### src/core/sssw_defs.vh
// Purpose: constants for the starter status word and takeover block
// Assumes: 20 MHz sys_clk
// Notes: status and control word bit positions, state codes, ramp scaling
`ifndef SSSW_DEFS_VH
`define SSSW_DEFS_VH

// status word bits
`define SSSW_ST_RSO 0
`define SSSW_ST_RDY 1
`define SSSW_ST_EN 2
`define SSSW_ST_ERR 3
`define SSSW_ST_CSTOP 4
`define SSSW_ST_QSTOP 5
`define SSSW_ST_SOI 6
`define SSSW_ST_WARN 7
`define SSSW_ST_RUN 8
`define SSSW_ST_CREQ 9
`define SSSW_ST_TOR 10
`define SSSW_ST_CL 11

// control word bits
`define SSSW_CT_ONOFF 0
`define SSSW_CT_OFF2 1
`define SSSW_CT_OFF3 2
`define SSSW_CT_ENOP 3
`define SSSW_CT_ENRAMP 4
`define SSSW_CT_UNFRZ 5
`define SSSW_CT_ENSET 6
`define SSSW_CT_FACK 7
`define SSSW_CT_TAKE 10

// drive states
`define SSSW_S_INHIB 3'h0
`define SSSW_S_READY 3'h1
`define SSSW_S_SWON 3'h2
`define SSSW_S_OPER 3'h3
`define SSSW_S_SWOFF 3'h4
`define SSSW_S_QSTOP 3'h5
`define SSSW_S_CSTOP 3'h6

// ramp and load scaling
`define SSSW_RAMP_TOP 16'hFFFF
`define SSSW_RAMP_STEP 16'h0010
`define SSSW_RAMP_QSTEP 16'h0100
`define SSSW_LOAD_100PCT 16'h4000
`define SSSW_NET_CTRL_SEL 1'b1

`endif

### src/core/sssw_ramp.v
// Purpose: ramp generator with freeze, reset and two down slopes
// Assumes: synchronous active-low reset
// Notes: freeze holds the output value exactly unless clear is asserted in the same cycle
`timescale 1ns/1ns
`default_nettype none
`include "sssw_defs.vh"
module sssw_ramp (
    // clock and reset
    input wire sys_clk,
    input wire resetn,
    // control
    input wire ramp_up,
    input wire ramp_down_fast,
    input wire ramp_freeze,
    input wire ramp_clear,
    // result
    output reg [15:0] ramp_value_reg,
    output wire ramp_at_top,
    output wire ramp_at_zero
);
    reg [15:0] ramp_value_next;
    wire [15:0] down_step;
    wire [16:0] up_sum;

    assign down_step = ramp_down_fast ? `SSSW_RAMP_QSTEP : `SSSW_RAMP_STEP;
    assign up_sum = {1'b0, ramp_value_reg} + {1'b0, `SSSW_RAMP_STEP};
    assign ramp_at_top = (ramp_value_reg == `SSSW_RAMP_TOP);
    assign ramp_at_zero = (ramp_value_reg == 16'h0000);

    always @* begin
        ramp_value_next = ramp_value_reg;
        if (ramp_clear) begin
            ramp_value_next = 16'h0000;
        end else if (ramp_freeze) begin
            ramp_value_next = ramp_value_reg;
        end else if (ramp_up) begin
            ramp_value_next = up_sum[16] ? `SSSW_RAMP_TOP : up_sum[15:0];
        end else if (ramp_value_reg > down_step) begin
            ramp_value_next = ramp_value_reg - down_step;
        end else begin
            ramp_value_next = 16'h0000;
        end
    end

    always @(posedge sys_clk) begin
        if (!resetn) begin
            ramp_value_reg <= 16'h0000;
        end else begin
            ramp_value_reg <= ramp_value_next;
        end
    end
endmodule // sssw_ramp
`default_nettype wire

### src/core/sssw_top.v
// Purpose: drive status word, load word and network takeover of a soft starter
// Assumes: process-image words synchronous to sys_clk, updated by the gateway
// Notes: words are plain ports; the gateway maps them into the cyclic image
`timescale 1ns/1ns
`default_nettype none
`include "sssw_defs.vh"
module sssw_top (
    // clock and reset
    input wire sys_clk,
    input wire resetn,
    // appended output words from host
    input wire [15:0] control_word,
    input wire [15:0] setpoint_word,
    // parameters
    input wire net_ctrl_select,
    input wire cl_report_enable,
    input wire int_cl_enable,
    input wire [15:0] rated_current,
    input wire [7:0] current_multiple,
    // measurements and faults
    input wire [15:0] motor_current,
    input wire error_present,
    input wire warning_present,
    // appended input words to host
    output reg [15:0] drive_state_word_reg,
    output reg [15:0] load_percent_word_reg,
    // power section
    output reg power_on_reg,
    output wire [15:0] ramp_level,
    output reg fail_safe_reg
);
    reg [2:0] state_reg;
    reg [2:0] state_next;
    reg [15:0] ctl_eff;
    reg fack_prev_reg;
    wire take;
    wire ctrl_ok;
    wire fack_rise;
    wire [23:0] limit_full;
    wire cur_lim;
    wire host_freeze;
    wire ramp_freeze;
    wire ramp_up;
    wire ramp_fast;
    wire ramp_clear;
    wire at_top;
    wire at_zero;
    wire [31:0] load_prod;
    wire [31:0] load_scaled;
    wire [15:0] load_sat;

    assign take = control_word[`SSSW_CT_TAKE];
    // fail-safe only when the network owns the drive
    always @* begin
        if (net_ctrl_select == `SSSW_NET_CTRL_SEL && !take) begin
            ctl_eff = 16'h0000;
        end else begin
            ctl_eff = control_word;
        end
    end
    assign ctrl_ok = take;
    assign fack_rise = ctrl_ok && ctl_eff[`SSSW_CT_FACK] && !fack_prev_reg;

    // internal current limit: rated times multiple, full-width 24-bit compare
    assign limit_full = {8'h00, rated_current} * {16'h0000, current_multiple};
    assign cur_lim = int_cl_enable && ({8'h00, motor_current} >= limit_full);
    assign host_freeze = ctrl_ok && !ctl_eff[`SSSW_CT_UNFRZ];
    assign ramp_freeze = (state_reg == `SSSW_S_OPER) && (host_freeze || cur_lim);
    assign ramp_up = (state_reg == `SSSW_S_OPER) && ctl_eff[`SSSW_CT_ENRAMP]
        && ctl_eff[`SSSW_CT_ENSET];
    assign ramp_fast = (state_reg == `SSSW_S_QSTOP);
    assign ramp_clear = (state_reg == `SSSW_S_CSTOP) || (state_reg == `SSSW_S_INHIB)
        || ((state_reg == `SSSW_S_OPER) && !ctl_eff[`SSSW_CT_ENRAMP]);

    sssw_ramp u_ramp (
        .sys_clk(sys_clk),
        .resetn(resetn),
        .ramp_up(ramp_up),
        .ramp_down_fast(ramp_fast),
        .ramp_freeze(ramp_freeze),
        .ramp_clear(ramp_clear),
        .ramp_value_reg(ramp_level),
        .ramp_at_top(at_top),
        .ramp_at_zero(at_zero)
    );

    // drive state machine; control ignored without takeover
    always @* begin
        state_next = state_reg;
        case (state_reg)
            `SSSW_S_INHIB: begin
                if (ctrl_ok && !error_present && !ctl_eff[`SSSW_CT_ONOFF]
                    && ctl_eff[`SSSW_CT_OFF2] && ctl_eff[`SSSW_CT_OFF3]) begin
                    state_next = `SSSW_S_READY;
                end
                if (fack_rise) begin
                    state_next = `SSSW_S_INHIB;
                end
            end
            `SSSW_S_READY: begin
                if (!ctrl_ok || !ctl_eff[`SSSW_CT_OFF2] || error_present) begin
                    state_next = `SSSW_S_INHIB;
                end else if (ctl_eff[`SSSW_CT_ONOFF]) begin
                    state_next = `SSSW_S_SWON;
                end
            end
            `SSSW_S_SWON: begin
                if (!ctrl_ok) begin
                    state_next = `SSSW_S_SWOFF;
                end else if (error_present || !ctl_eff[`SSSW_CT_OFF2]) begin
                    state_next = `SSSW_S_CSTOP;
                end else if (!ctl_eff[`SSSW_CT_ONOFF]) begin
                    state_next = `SSSW_S_READY;
                end else if (ctl_eff[`SSSW_CT_ENOP]) begin
                    state_next = `SSSW_S_OPER;
                end
            end
            `SSSW_S_OPER: begin
                if (!ctrl_ok) begin
                    state_next = `SSSW_S_SWOFF;
                end else if (error_present || !ctl_eff[`SSSW_CT_OFF2]
                    || !ctl_eff[`SSSW_CT_ENOP]) begin
                    state_next = `SSSW_S_CSTOP;
                end else if (!ctl_eff[`SSSW_CT_OFF3]) begin
                    state_next = `SSSW_S_QSTOP;
                end else if (!ctl_eff[`SSSW_CT_ONOFF]) begin
                    state_next = `SSSW_S_SWOFF;
                end
            end
            `SSSW_S_SWOFF: begin
                // fail-safe uses quick stop; normal off runs down the ramp
                if (!ctrl_ok || !ctl_eff[`SSSW_CT_OFF3]) begin
                    state_next = `SSSW_S_QSTOP;
                end else if (error_present || !ctl_eff[`SSSW_CT_OFF2]) begin
                    state_next = `SSSW_S_CSTOP;
                end else if (at_zero) begin
                    state_next = `SSSW_S_READY;
                end
            end
            `SSSW_S_QSTOP: begin
                if (at_zero) begin
                    state_next = `SSSW_S_INHIB;
                end else if (error_present) begin
                    state_next = `SSSW_S_CSTOP;
                end
            end
            `SSSW_S_CSTOP: begin
                state_next = `SSSW_S_INHIB;
            end
            default: begin
                state_next = `SSSW_S_INHIB;
            end
        endcase
    end

    // load: current relative to rated, 0x4000 per 100 percent, clipped at +200
    assign load_prod = {16'h0000, motor_current} * {16'h0000, `SSSW_LOAD_100PCT};
    assign load_scaled = (rated_current == 16'h0000) ? 32'h0000_0000
        : load_prod / {16'h0000, rated_current};
    assign load_sat = (load_scaled > 32'h0000_7FFF) ? 16'h7FFF : load_scaled[15:0];

    always @(posedge sys_clk) begin
        if (!resetn) begin
            state_reg <= `SSSW_S_INHIB;
            fack_prev_reg <= 1'b0;
            drive_state_word_reg <= 16'h0000;
            load_percent_word_reg <= 16'h0000;
            power_on_reg <= 1'b0;
            fail_safe_reg <= 1'b0;
        end else begin
            state_reg <= state_next;
            fack_prev_reg <= ctl_eff[`SSSW_CT_FACK];
            fail_safe_reg <= (net_ctrl_select == `SSSW_NET_CTRL_SEL) && !take;
            power_on_reg <= (state_next == `SSSW_S_OPER) || (state_next == `SSSW_S_SWOFF)
                || (state_next == `SSSW_S_QSTOP);
            load_percent_word_reg <= load_sat;
            drive_state_word_reg <= 16'h0000;
            drive_state_word_reg[`SSSW_ST_RSO] <= (state_reg == `SSSW_S_READY);
            drive_state_word_reg[`SSSW_ST_RDY] <= (state_reg == `SSSW_S_SWON);
            drive_state_word_reg[`SSSW_ST_EN] <= (state_reg == `SSSW_S_OPER);
            drive_state_word_reg[`SSSW_ST_ERR] <= error_present;
            drive_state_word_reg[`SSSW_ST_WARN] <= warning_present;
            drive_state_word_reg[`SSSW_ST_CSTOP] <= (state_reg == `SSSW_S_CSTOP);
            drive_state_word_reg[`SSSW_ST_QSTOP] <= (state_reg == `SSSW_S_QSTOP);
            drive_state_word_reg[`SSSW_ST_SOI] <= (state_reg == `SSSW_S_INHIB);
            drive_state_word_reg[`SSSW_ST_RUN] <= power_on_reg;
            drive_state_word_reg[`SSSW_ST_CREQ] <=
                (net_ctrl_select == `SSSW_NET_CTRL_SEL);
            drive_state_word_reg[`SSSW_ST_TOR] <= at_top;
            drive_state_word_reg[`SSSW_ST_CL] <= cl_report_enable
                && (cur_lim || host_freeze);
        end
    end
endmodule // sssw_top
`default_nettype wire

### config.mk
export PLATFORM = sky130hd
export DESIGN_NAME = sssw_top
export DESIGN_NICKNAME = d
export VERILOG_FILES = /design/src/core/sssw_ramp.v /design/src/core/sssw_top.v
export VERILOG_INCLUDE_DIRS = /design/src /design/src/core
export SDC_FILE = /design/constraint.sdc
export NUM_CORES = 1
export LEC_CHECK = 0
export BUFFER_PORTS_ARGS = -buffer_cell sky130_fd_sc_hd__buf_2
export CORE_MARGIN = 4
export CORE_UTILIZATION = 57
export DETAILED_ROUTE_END_ITERATION = 10
export GPL_TIMING_DRIVEN = 0
export HOLD_SLACK_MARGIN = 0.1
export PLACE_DENSITY_LB_ADDON = 0.08
export SLEW_MARGIN = 20
export SYNTH_ARGS = -nofsm -noshare
export SYNTH_HDL_FRONTEND = slang
export SYNTH_SLANG_ARGS = --single-unit
### constraint.sdc
create_clock -name sys_clk -period 191.2 [get_ports sys_clk]
set_clock_uncertainty 0.1 [all_clocks]
set_input_delay 38.24 -clock sys_clk [delete_from_list [all_inputs] [get_ports sys_clk]]
set_output_delay 38.24 -clock sys_clk [all_outputs]
set_load 0.01 [all_outputs]
Word-level counts from Yosys, hierarchy flattened. Cells that the tools add are included.

Add/subtract/negate cells: 2. Multipliers: 1. Div/mod/pow operators: 1. Order comparisons: 3. Equality and inequality tests: 10. Shifts and indexed selects: 0. Mux-type cells: 25. Bitwise operators: 1. Reduce and logical (&&, ||, !) cells: 38.

Operators by type and width (number): two-way mux 3 bit (17); two-way mux 16 bit (3); divider 30 x 16 -> 32 bit (1); > comparator 32 x 15 -> 1 bit (second input constant) (1); zero test 16 bit (2); two-way mux 32 bit (1); >= comparator 16 x 24 -> 1 bit (1); multiplier 16 x 8 -> 24 bit (1); one-hot mux 3 bit (6 select lines) (1); adder 16 x 5 -> 17 bit (second input constant) (1); equality test 16 bit (second input constant) (1); > comparator 16 bit (1); subtractor 16 bit (1); equality test 3 bit (second input constant) (5); two-way mux 15 bit (1); logical AND 1 bit (14); logical OR 1 bit (10); equality test 3 x 2 -> 1 bit (second input constant) (3); zero test 1 bit (9); two-way mux 9 bit (1); two-way mux 8 bit (1); OR reduction 2 bit (2); equality test 3 x 1 -> 1 bit (second input constant) (1); zero test 3 bit (1); NOT 1 bit (1).

Flip-flop bits (word level): 54. Latch bits: 0. Bits in writable memories: 0. Memory bits (read-only): 0. Input bits: 79. Output and inout bits: 50. Word-level logic and storage cells: 90. Memories kept: 0.

Depth between registers and ports, before layout. Gate-level depths: netlist of the first run.

Depth after elaboration: 13. Gate-level depth with buffers: 473. Depth with buffers taken out: 428.

Cells and area by module. Synthesis of the first run repeated with hierarchy kept, for this count alone.

Cells, all modules: 4442. Area total of the unflattened synthesis: 31875.6 um^2.

Modules (own cells, without submodules): sssw_top (instances 1, cells each 4272, area an instance 30624.4 um^2, sequential area each 680.7 um^2); sssw_ramp (instances 1, cells each 170, area an instance 1251.2 um^2, sequential area each 260.2 um^2).

Least setup slack after synthesis of the first run. OpenSTA, ideal clock, no wires.

Kind: input-to-reg. From: in rated_current[0]. To: reg load_percent_word_reg[0]. Setup time: 146 ps. Data arrival time: 123280 ps. Required time: 190954 ps. Path slack: 67674 ps. Stages: 440. Path buffers: 52. Cells stage by stage: buf_2 -> clkinv_1 -> clkbuf_1 -> ha_1 -> o21ai_0 -> nor2b_1 -> xnor2_1 -> mux2_2 -> ha_1 -> or3_1 -> o22ai_1 -> clkbuf_1 -> nor4_1 -> or2_2 -> ha_1 -> o21ai_0 -> a21oi_1 -> or2_2 -> [404 not listed] -> nor2b_1 -> o2111ai_2 -> or3_1 -> buf_4 -> mux2_1 -> ha_1 -> a21o_1 -> a21oi_1 -> nor2b_1 -> o21ai_0 -> nand2b_1 -> a21oi_1 -> nor2b_1 -> o21ai_0 -> nand4_1 -> a2111oi_0 -> o2111a_1 -> a31oi_1.

Cells in the longest elaborated chain, start to end: 4. Elaborated cells between the ends (all ways): 5. Those cells by class: div: 1; order compare: 1; mux: 2; reduce/logical: 1.

RTL lines: from (decl) (line sssw_top.v:18) `input wire [15:0] rated_current,`; divider 30 x 16 -> 32 bit / zero test 16 bit (equally long branches) (line sssw_top.v:159, sssw_top.v:158); two-way mux 32 bit * (line sssw_top.v:158) `assign load_scaled = (rated_current == 16'h0000) ? 32'h0000_0000`; > comparator 32 x 15 -> 1 bit (line sssw_top.v:160) `assign load_sat = (load_scaled > 32'h0000_7FFF) ? 16'h7FFF : load_scaled[15:0];`; two-way mux 15 bit * (line sssw_top.v:160); to (signal assigned) (line sssw_top.v:176) `load_percent_word_reg <= load_sat;`; to (decl) (line sssw_top.v:26) `output reg [15:0] load_percent_word_reg,`.

Every way passes the cells marked *; elsewhere a longest branch is shown, timed or not. A chain may end at the register's enable or synchronous reset.

Worst setup path in the final report of the first run. Same ends and word-level chain as after synthesis.

==> impl_metrics.ini, run 1 <==
[setup_path]
endpoint_kind = flip-flop
worstSetupPathType = input port to flip-flop
crit_start = rated_current[0]
critPathRequiredTime_ns = 191.27
cp_slowest_cell = o31ai_1
startpoint_type = input port
r2r-start = state_reg[0]
critical_path.max_fanout = 14
path_common_cell = o21a_1
crit_arrival_ns = 142.15
slowest_delay_ns = 0.83

[placed_design]
dpl_cell_area_mm2 = 0.0329
place_hpwl_mm = 76.4
place_ws_ns = 50.07
port_buffers = 99
gp_congestion = 0.961

[finish]
layout_common_cells = ha_1 (443), nor2_1 (412), nand2_1 (366), a21oi_1 (346), inv_1 (221)
n_antenna_cell = 0
fin_area_mm2 = 0.0330
fill_cells = 5196
largest_reg_flops = 16
drive_gt1_share_pct = 9.01
final_common_cell = ha_1
area_delta_synth_final_pct = 5.79
fin_nets = 5099

[floorplanning]
num_io_pins = 129
core_area_mm2 = 0.0540
rows = 85
die_area_mm2 = 0.0586
die_height_um = 242
start_util_pct = 57.8
die_w_um = 242

[clock_network]
cts_max_level = 2
ctsLongestPathBuffers = 2
post-cts-setup-buffers = 0
cts_hold_buf = 0
clk_pin_slew_ns = 0.07
root_buffer = clkbuf_16
cts_tree = built
cts.sinks = 47
cts_made_buffers = 5
cts_resized = 0
clk-insertion-delay-late_ns = 0.31

[sta]
fin_crit_sh_pct = 74.3
setup-violations-final = 0
final_max_slew_viol_count = 0
holdWs_ns = 0.366
max_freq_ghz = 0.00704
worst_slack_ns = 49.12
rsz0062_at_grt = no
worst_pin_slew_ns = 1.07
fin_crit_ns = 142.08
finalSetupTns_ns = 0
relSlewSlack_pct = 27.8
final_hold_viol_count = 0

[synthesis]
synth_async_sr_flop_share_pct = 0
synth_top_cell_by_area = ha_1
syn_inst = 4369
yosys.area.top_type_share_pct = 17.7
synth.distinct_cells = 129
syn_avg_cell_area_um2 = 7.15
seq_area_frac_synth_pct = 3.01
synth-main-ff-cell = dfxtp_1
synth_edf_count = 0
synthTopCellsByArea = ha_1 (18%), a21oi_1 (5.5%), fa_1 (5.4%), nor2_1 (5.0%), xnor2_1 (4.7%)
yosysWarnings = 0
synth_area_mm2 = 0.0312
synth-seq-cells = 47

[grt]
grt_pass1_vias = 30200
antenna_found_initial = 1
globalRoute.totalOverflow = 0
grt_max_degree = 25
track_usage_pct = 30.8
grt_pass1_wl_mm = 154

[detailed_routing]
route.detailed.drc = 0
drt-vias-per-instance = 6.33
wirelength_mm = 94.6
postRouteAntennaNets = 0
drtIter0Drc = 2562
wl_per_cell_um = 18.2
firstDrtPassIters = 6
vias = 32900

[flow_run]
drv_cap = 0

[hold_path]
hold_class = flip-flop to flip-flop
hp-start = power_on_reg

[run_status]
status = finished clean
routing by layer:
layer,global-route usage [%],share of wire [%]
met5,0,0.019
met3,2.69,6.1
met4,6.71,2.4
met2,50.8,44
met1,43.9,47
worst max-delay path: cells and delay by family:
family	cells	cell delay, ns
buf+inv	54	17.17
simple gates	101	18.66
fa+ha+maj	30	10.25
xor+xnor	1	0.13
mux	15	5.36
compound gates	242	52.09
final timing paths:
path	cells after the start	slack, ns	to
worst max-delay path	443	49.12	load_percent_word_reg[0]
worst min-delay path	1	0.37	drive_state_word_reg[8]
worst max register to register	13	187.86	u_ramp.ramp_value_reg[12]
worst min register to register	1	0.37	drive_state_word_reg[8]
synthesized netlist by cell type, drive strengths merged, types with 11 or more instances:
cell type,instances
xor2,86
o22ai,20
nor3b,14
xnor2,167
a211o,11
o211ai,47
dfxtp,47
nor3,155
nand3,98
o21a,159
inv,238
a22oi,12
a21boi,20
a2111oi,12
nor2b,53
a31oi,43
buf,58
nand2,368
mux2,101
o31a,15
nand4,60
a21oi,349
o31ai,80
a221oi,12
fa,85
a21o,165
nand2b,84
a211oi,37
nor4,36
ha,443
mux2i,48
nor2,414
and4,21
or2,58
clkbuf,97
o21bai,41
o211a,14
or3,47
or4,14
and2,99
and3,38
o221ai,11
o21ai,231
area by class of cell:
cell class              instances  area (µm²)  area share (%)
plain buffers                 155         711            2.15
clock buffers                   5         125           0.379
clock inverters                 3        46.3           0.140
inverters                     239         897            2.72
multi-input cells            3934       28700            87.0
flip-flops and latches         47         941            2.85
well taps                     696         871            2.64
repair buffers                110         718            2.17
logic make-up (layout without fill, tap and decap cells):
logic type | count (synthesis) | count (layout) | synth area share (%)
simple gates | 1598 | 1598 | 25.9
mux | 149 | 149 | 5.32
flops | 47 | 47 | 3.01
other cells | 1 | 7 | 0.0120
xor+xnor | 253 | 253 | 7.14
buf+inv | 394 | 512 | 5.14
compound gates | 1399 | 1399 | 30.3
fa+ha+maj | 528 | 528 | 23.2
metrics by stage:
stage	std cells	utilization, %
6_report	5189	61.2
3_3_place_gp	5170	60.4
5_1_grt	5189	61.2
3_5_place_dp	5181	60.8
2_1_floorplan	4375	-
4_1_cts	5189	61.1
Power of run 1 is not shown: default switching activity piles up to over one toggle a cycle in this logic, so the estimate is an artifact.
==> run 2, diff against run 1 <==
==> constraint.sdc (replaced) <==
create_clock -name sys_clk -period 128 [get_ports sys_clk]
set_clock_uncertainty 0.1 [all_clocks]
set_input_delay 25.6 -clock sys_clk [delete_from_list [all_inputs] [get_ports sys_clk]]
set_output_delay 25.6 -clock sys_clk [all_outputs]
set_load 0.01 [all_outputs]
==> run 2 against run 1 <==
Effect of this change: count of clock-buffer cells in the layout did not move; largest cell class unchanged; cell area is 0.71% higher; global-route usage about the same; non-clock buffer count is 3 lower; cell count is essentially flat; register-to-register slack lost 63 ns; highest routed layer unchanged; wire length up 0.24%.
==> impl_metrics.ini, run 2 (synthesized netlist as in run 1, its figures left out) <==
[setup_path]
startpoint_type = input port
endpoint_kind = flip-flop
r2r_end = u_ramp.ramp_value_reg[12]
crit_arrival_ns = 121.05
r2r-start = state_reg[0]
worstSetupPathType = input port to flip-flop
path_common_cell = o21a_1
critPathRequiredTime_ns = 128.07
cp_slowest_cell = or4_4
critical_path.max_fanout = 19
rrSetupSlack_ns = 124.66
reg2regPathDepth = 13
slowest_delay_ns = 0.60

[sta]
relSlewSlack_pct = 29.9
worst_pin_slew_ns = 1.04
fin_crit_sh_pct = 94.5
final_hold_viol_count = 0
final_max_slew_viol_count = 0
max_freq_ghz = 0.00827
fin_crit_ns = 120.98
worst_slack_ns = 7.02
setup-violations-final = 0

[clock_network]
cts_tree = built
root_buffer = clkbuf_16
cts.sinks = 47
cts_max_level = 2
cts_made_buffers = 5
ctsLongestPathBuffers = 2
clk_pin_slew_ns = 0.07
clk-insertion-delay-late_ns = 0.31
post-cts-setup-buffers = 0

[finish]
final-seq-area_um2 = 941
multi_input_area_mm2 = 0.0289
final_common_cell = ha_1
area_delta_synth_final_pct = 6.54
fin_nets = 5096
fill_cells = 5166
largest_reg_flops = 16
drive_gt1_share_pct = 10.2
layout_common_cells = ha_1 (443), nor2_1 (410), nand2_1 (366), a21oi_1 (338), inv_1 (221)
n_antenna_cell = 0

[placed_design]
gp_congestion = 0.961
place_hpwl_mm = 76.4
place_ws_ns = -0.490
port_buffers = 99

[grt]
antenna_found_initial = 1
grt_util_met2_pct = 50.8
grt_pass1_wl_mm = 154
grt_use_met3_pct = 2.69
grt_pass1_vias = 30300
grt_max_degree = 25
track_usage_pct = 30.8
top_usage_layer = met2
grt_use_met1_pct = 43.9
globalRoute.totalOverflow = 0

[detailed_routing]
wl_per_cell_um = 18.3
firstDrtPassIters = 8
postRouteAntennaNets = 0
route.detailed.drc = 0
drtIter0Drc = 2431
drt-vias-per-instance = 6.36
vias = 33000
wirelength_mm = 94.8

[floorplanning]
start_util_pct = 57.8
die_height_um = 242
num_io_pins = 129
die_w_um = 242
rows = 85
core_area_mm2 = 0.0540
die_area_mm2 = 0.0586

[hold_path]
hold_path_depth = 1
min_to = drive_state_word_reg[8]
hold_class = flip-flop to flip-flop
hp-start = power_on_reg

[flow_run]
drv_cap = 0

[run_status]
status = finished clean
==> run 2: cell count changes in the layout (fill, tap and decap cells not counted), moves of 3 or more <==
| cell | change |
|---|---|
| a31oi_1 | -3 |
| buf_1 | -8 |
| nor3_2 | +3 |
| o21ai_1 | +3 |
| o31ai_1 | -3 |
| clkbuf_1 | -19 |
| a21oi_2 | +5 |
| o21ai_0 | -3 |
| nor3_1 | -5 |
| clkbuf_2 | +23 |
| a21oi_1 | -8 |
| a21oi_4 | +3 |
==> run 2: metal layers <==
layer	routed length (µm)	up-vias
met5	18	-
met4	2340	2
met3	6060	151
met2	42000	1041
met1	44400	15400
li1	-	16400
==> run 2: worst max-delay path by stage <==
stage / from / end / slack [ns] / cells past startpoint
after floorplan: rated_current[0] / load_percent_word_reg[0] / 17.11 / 440
after global placement: rated_current[0] / load_percent_word_reg[0] / -0.78 / 437
after detailed placement: rated_current[0] / load_percent_word_reg[0] / -0.49 / 441
after CTS: rated_current[0] / load_percent_word_reg[0] / 0.07 / 443
after global routing: rated_current[0] / load_percent_word_reg[0] / -0.03 / 442
final: rated_current[0] / load_percent_word_reg[0] / 7.02 / 439
==> run 2: cell type report <==
type / count / area share [%]
clock inverters: 3 / 0.139
multi-input cells: 3934 / 87.0
plain buffers: 152 / 2.20
clock buffers: 5 / 0.376
well taps: 696 / 2.62
flip-flops and latches: 47 / 2.83
inverters: 239 / 2.71
repair buffers: 110 / 2.16
==> run 2: metrics by stage <==
| step | TNS (ns) | hold WS, ns | cell area (µm²) | instances | util (%) |
|---|---|---|---|---|---|
| finish | 0 | 0.368 | 33300 | 5186 | 61.6 |
| global route | -0.0317 | 0.409 | 33300 | 5186 | 61.6 |
| CTS | 0 | 0.371 | 33000 | 5189 | 61.2 |
| detailed placement | -0.490 | 0.352 | 32900 | 5181 | 60.8 |
| global placement | -0.775 | 0.373 | 32600 | 5170 | 60.4 |
| floorplan | 0 | 0.365 | 31300 | 4375 | - |
==> run 2: critical path: cells and delay by family <==
family                   cells  cell delay, ns
multiplexers                15            5.27
buffers and inverters       55           14.18
XOR/XNOR                     1            0.13
adder cells (fa/ha/maj)     30           10.06
AO/OA/AOI/OAI              237           48.10
AND/OR/NAND/NOR            101           17.41
==> run 2: what timing repair did <==
item	4_1_cts	5_1_grt
setup endpoints to repair	1	3
gates cloned	0	0
hold buffers	0	0
pin swaps	0	1
gates resized for setup	2	89
Power of run 2 is left out for the same reason.
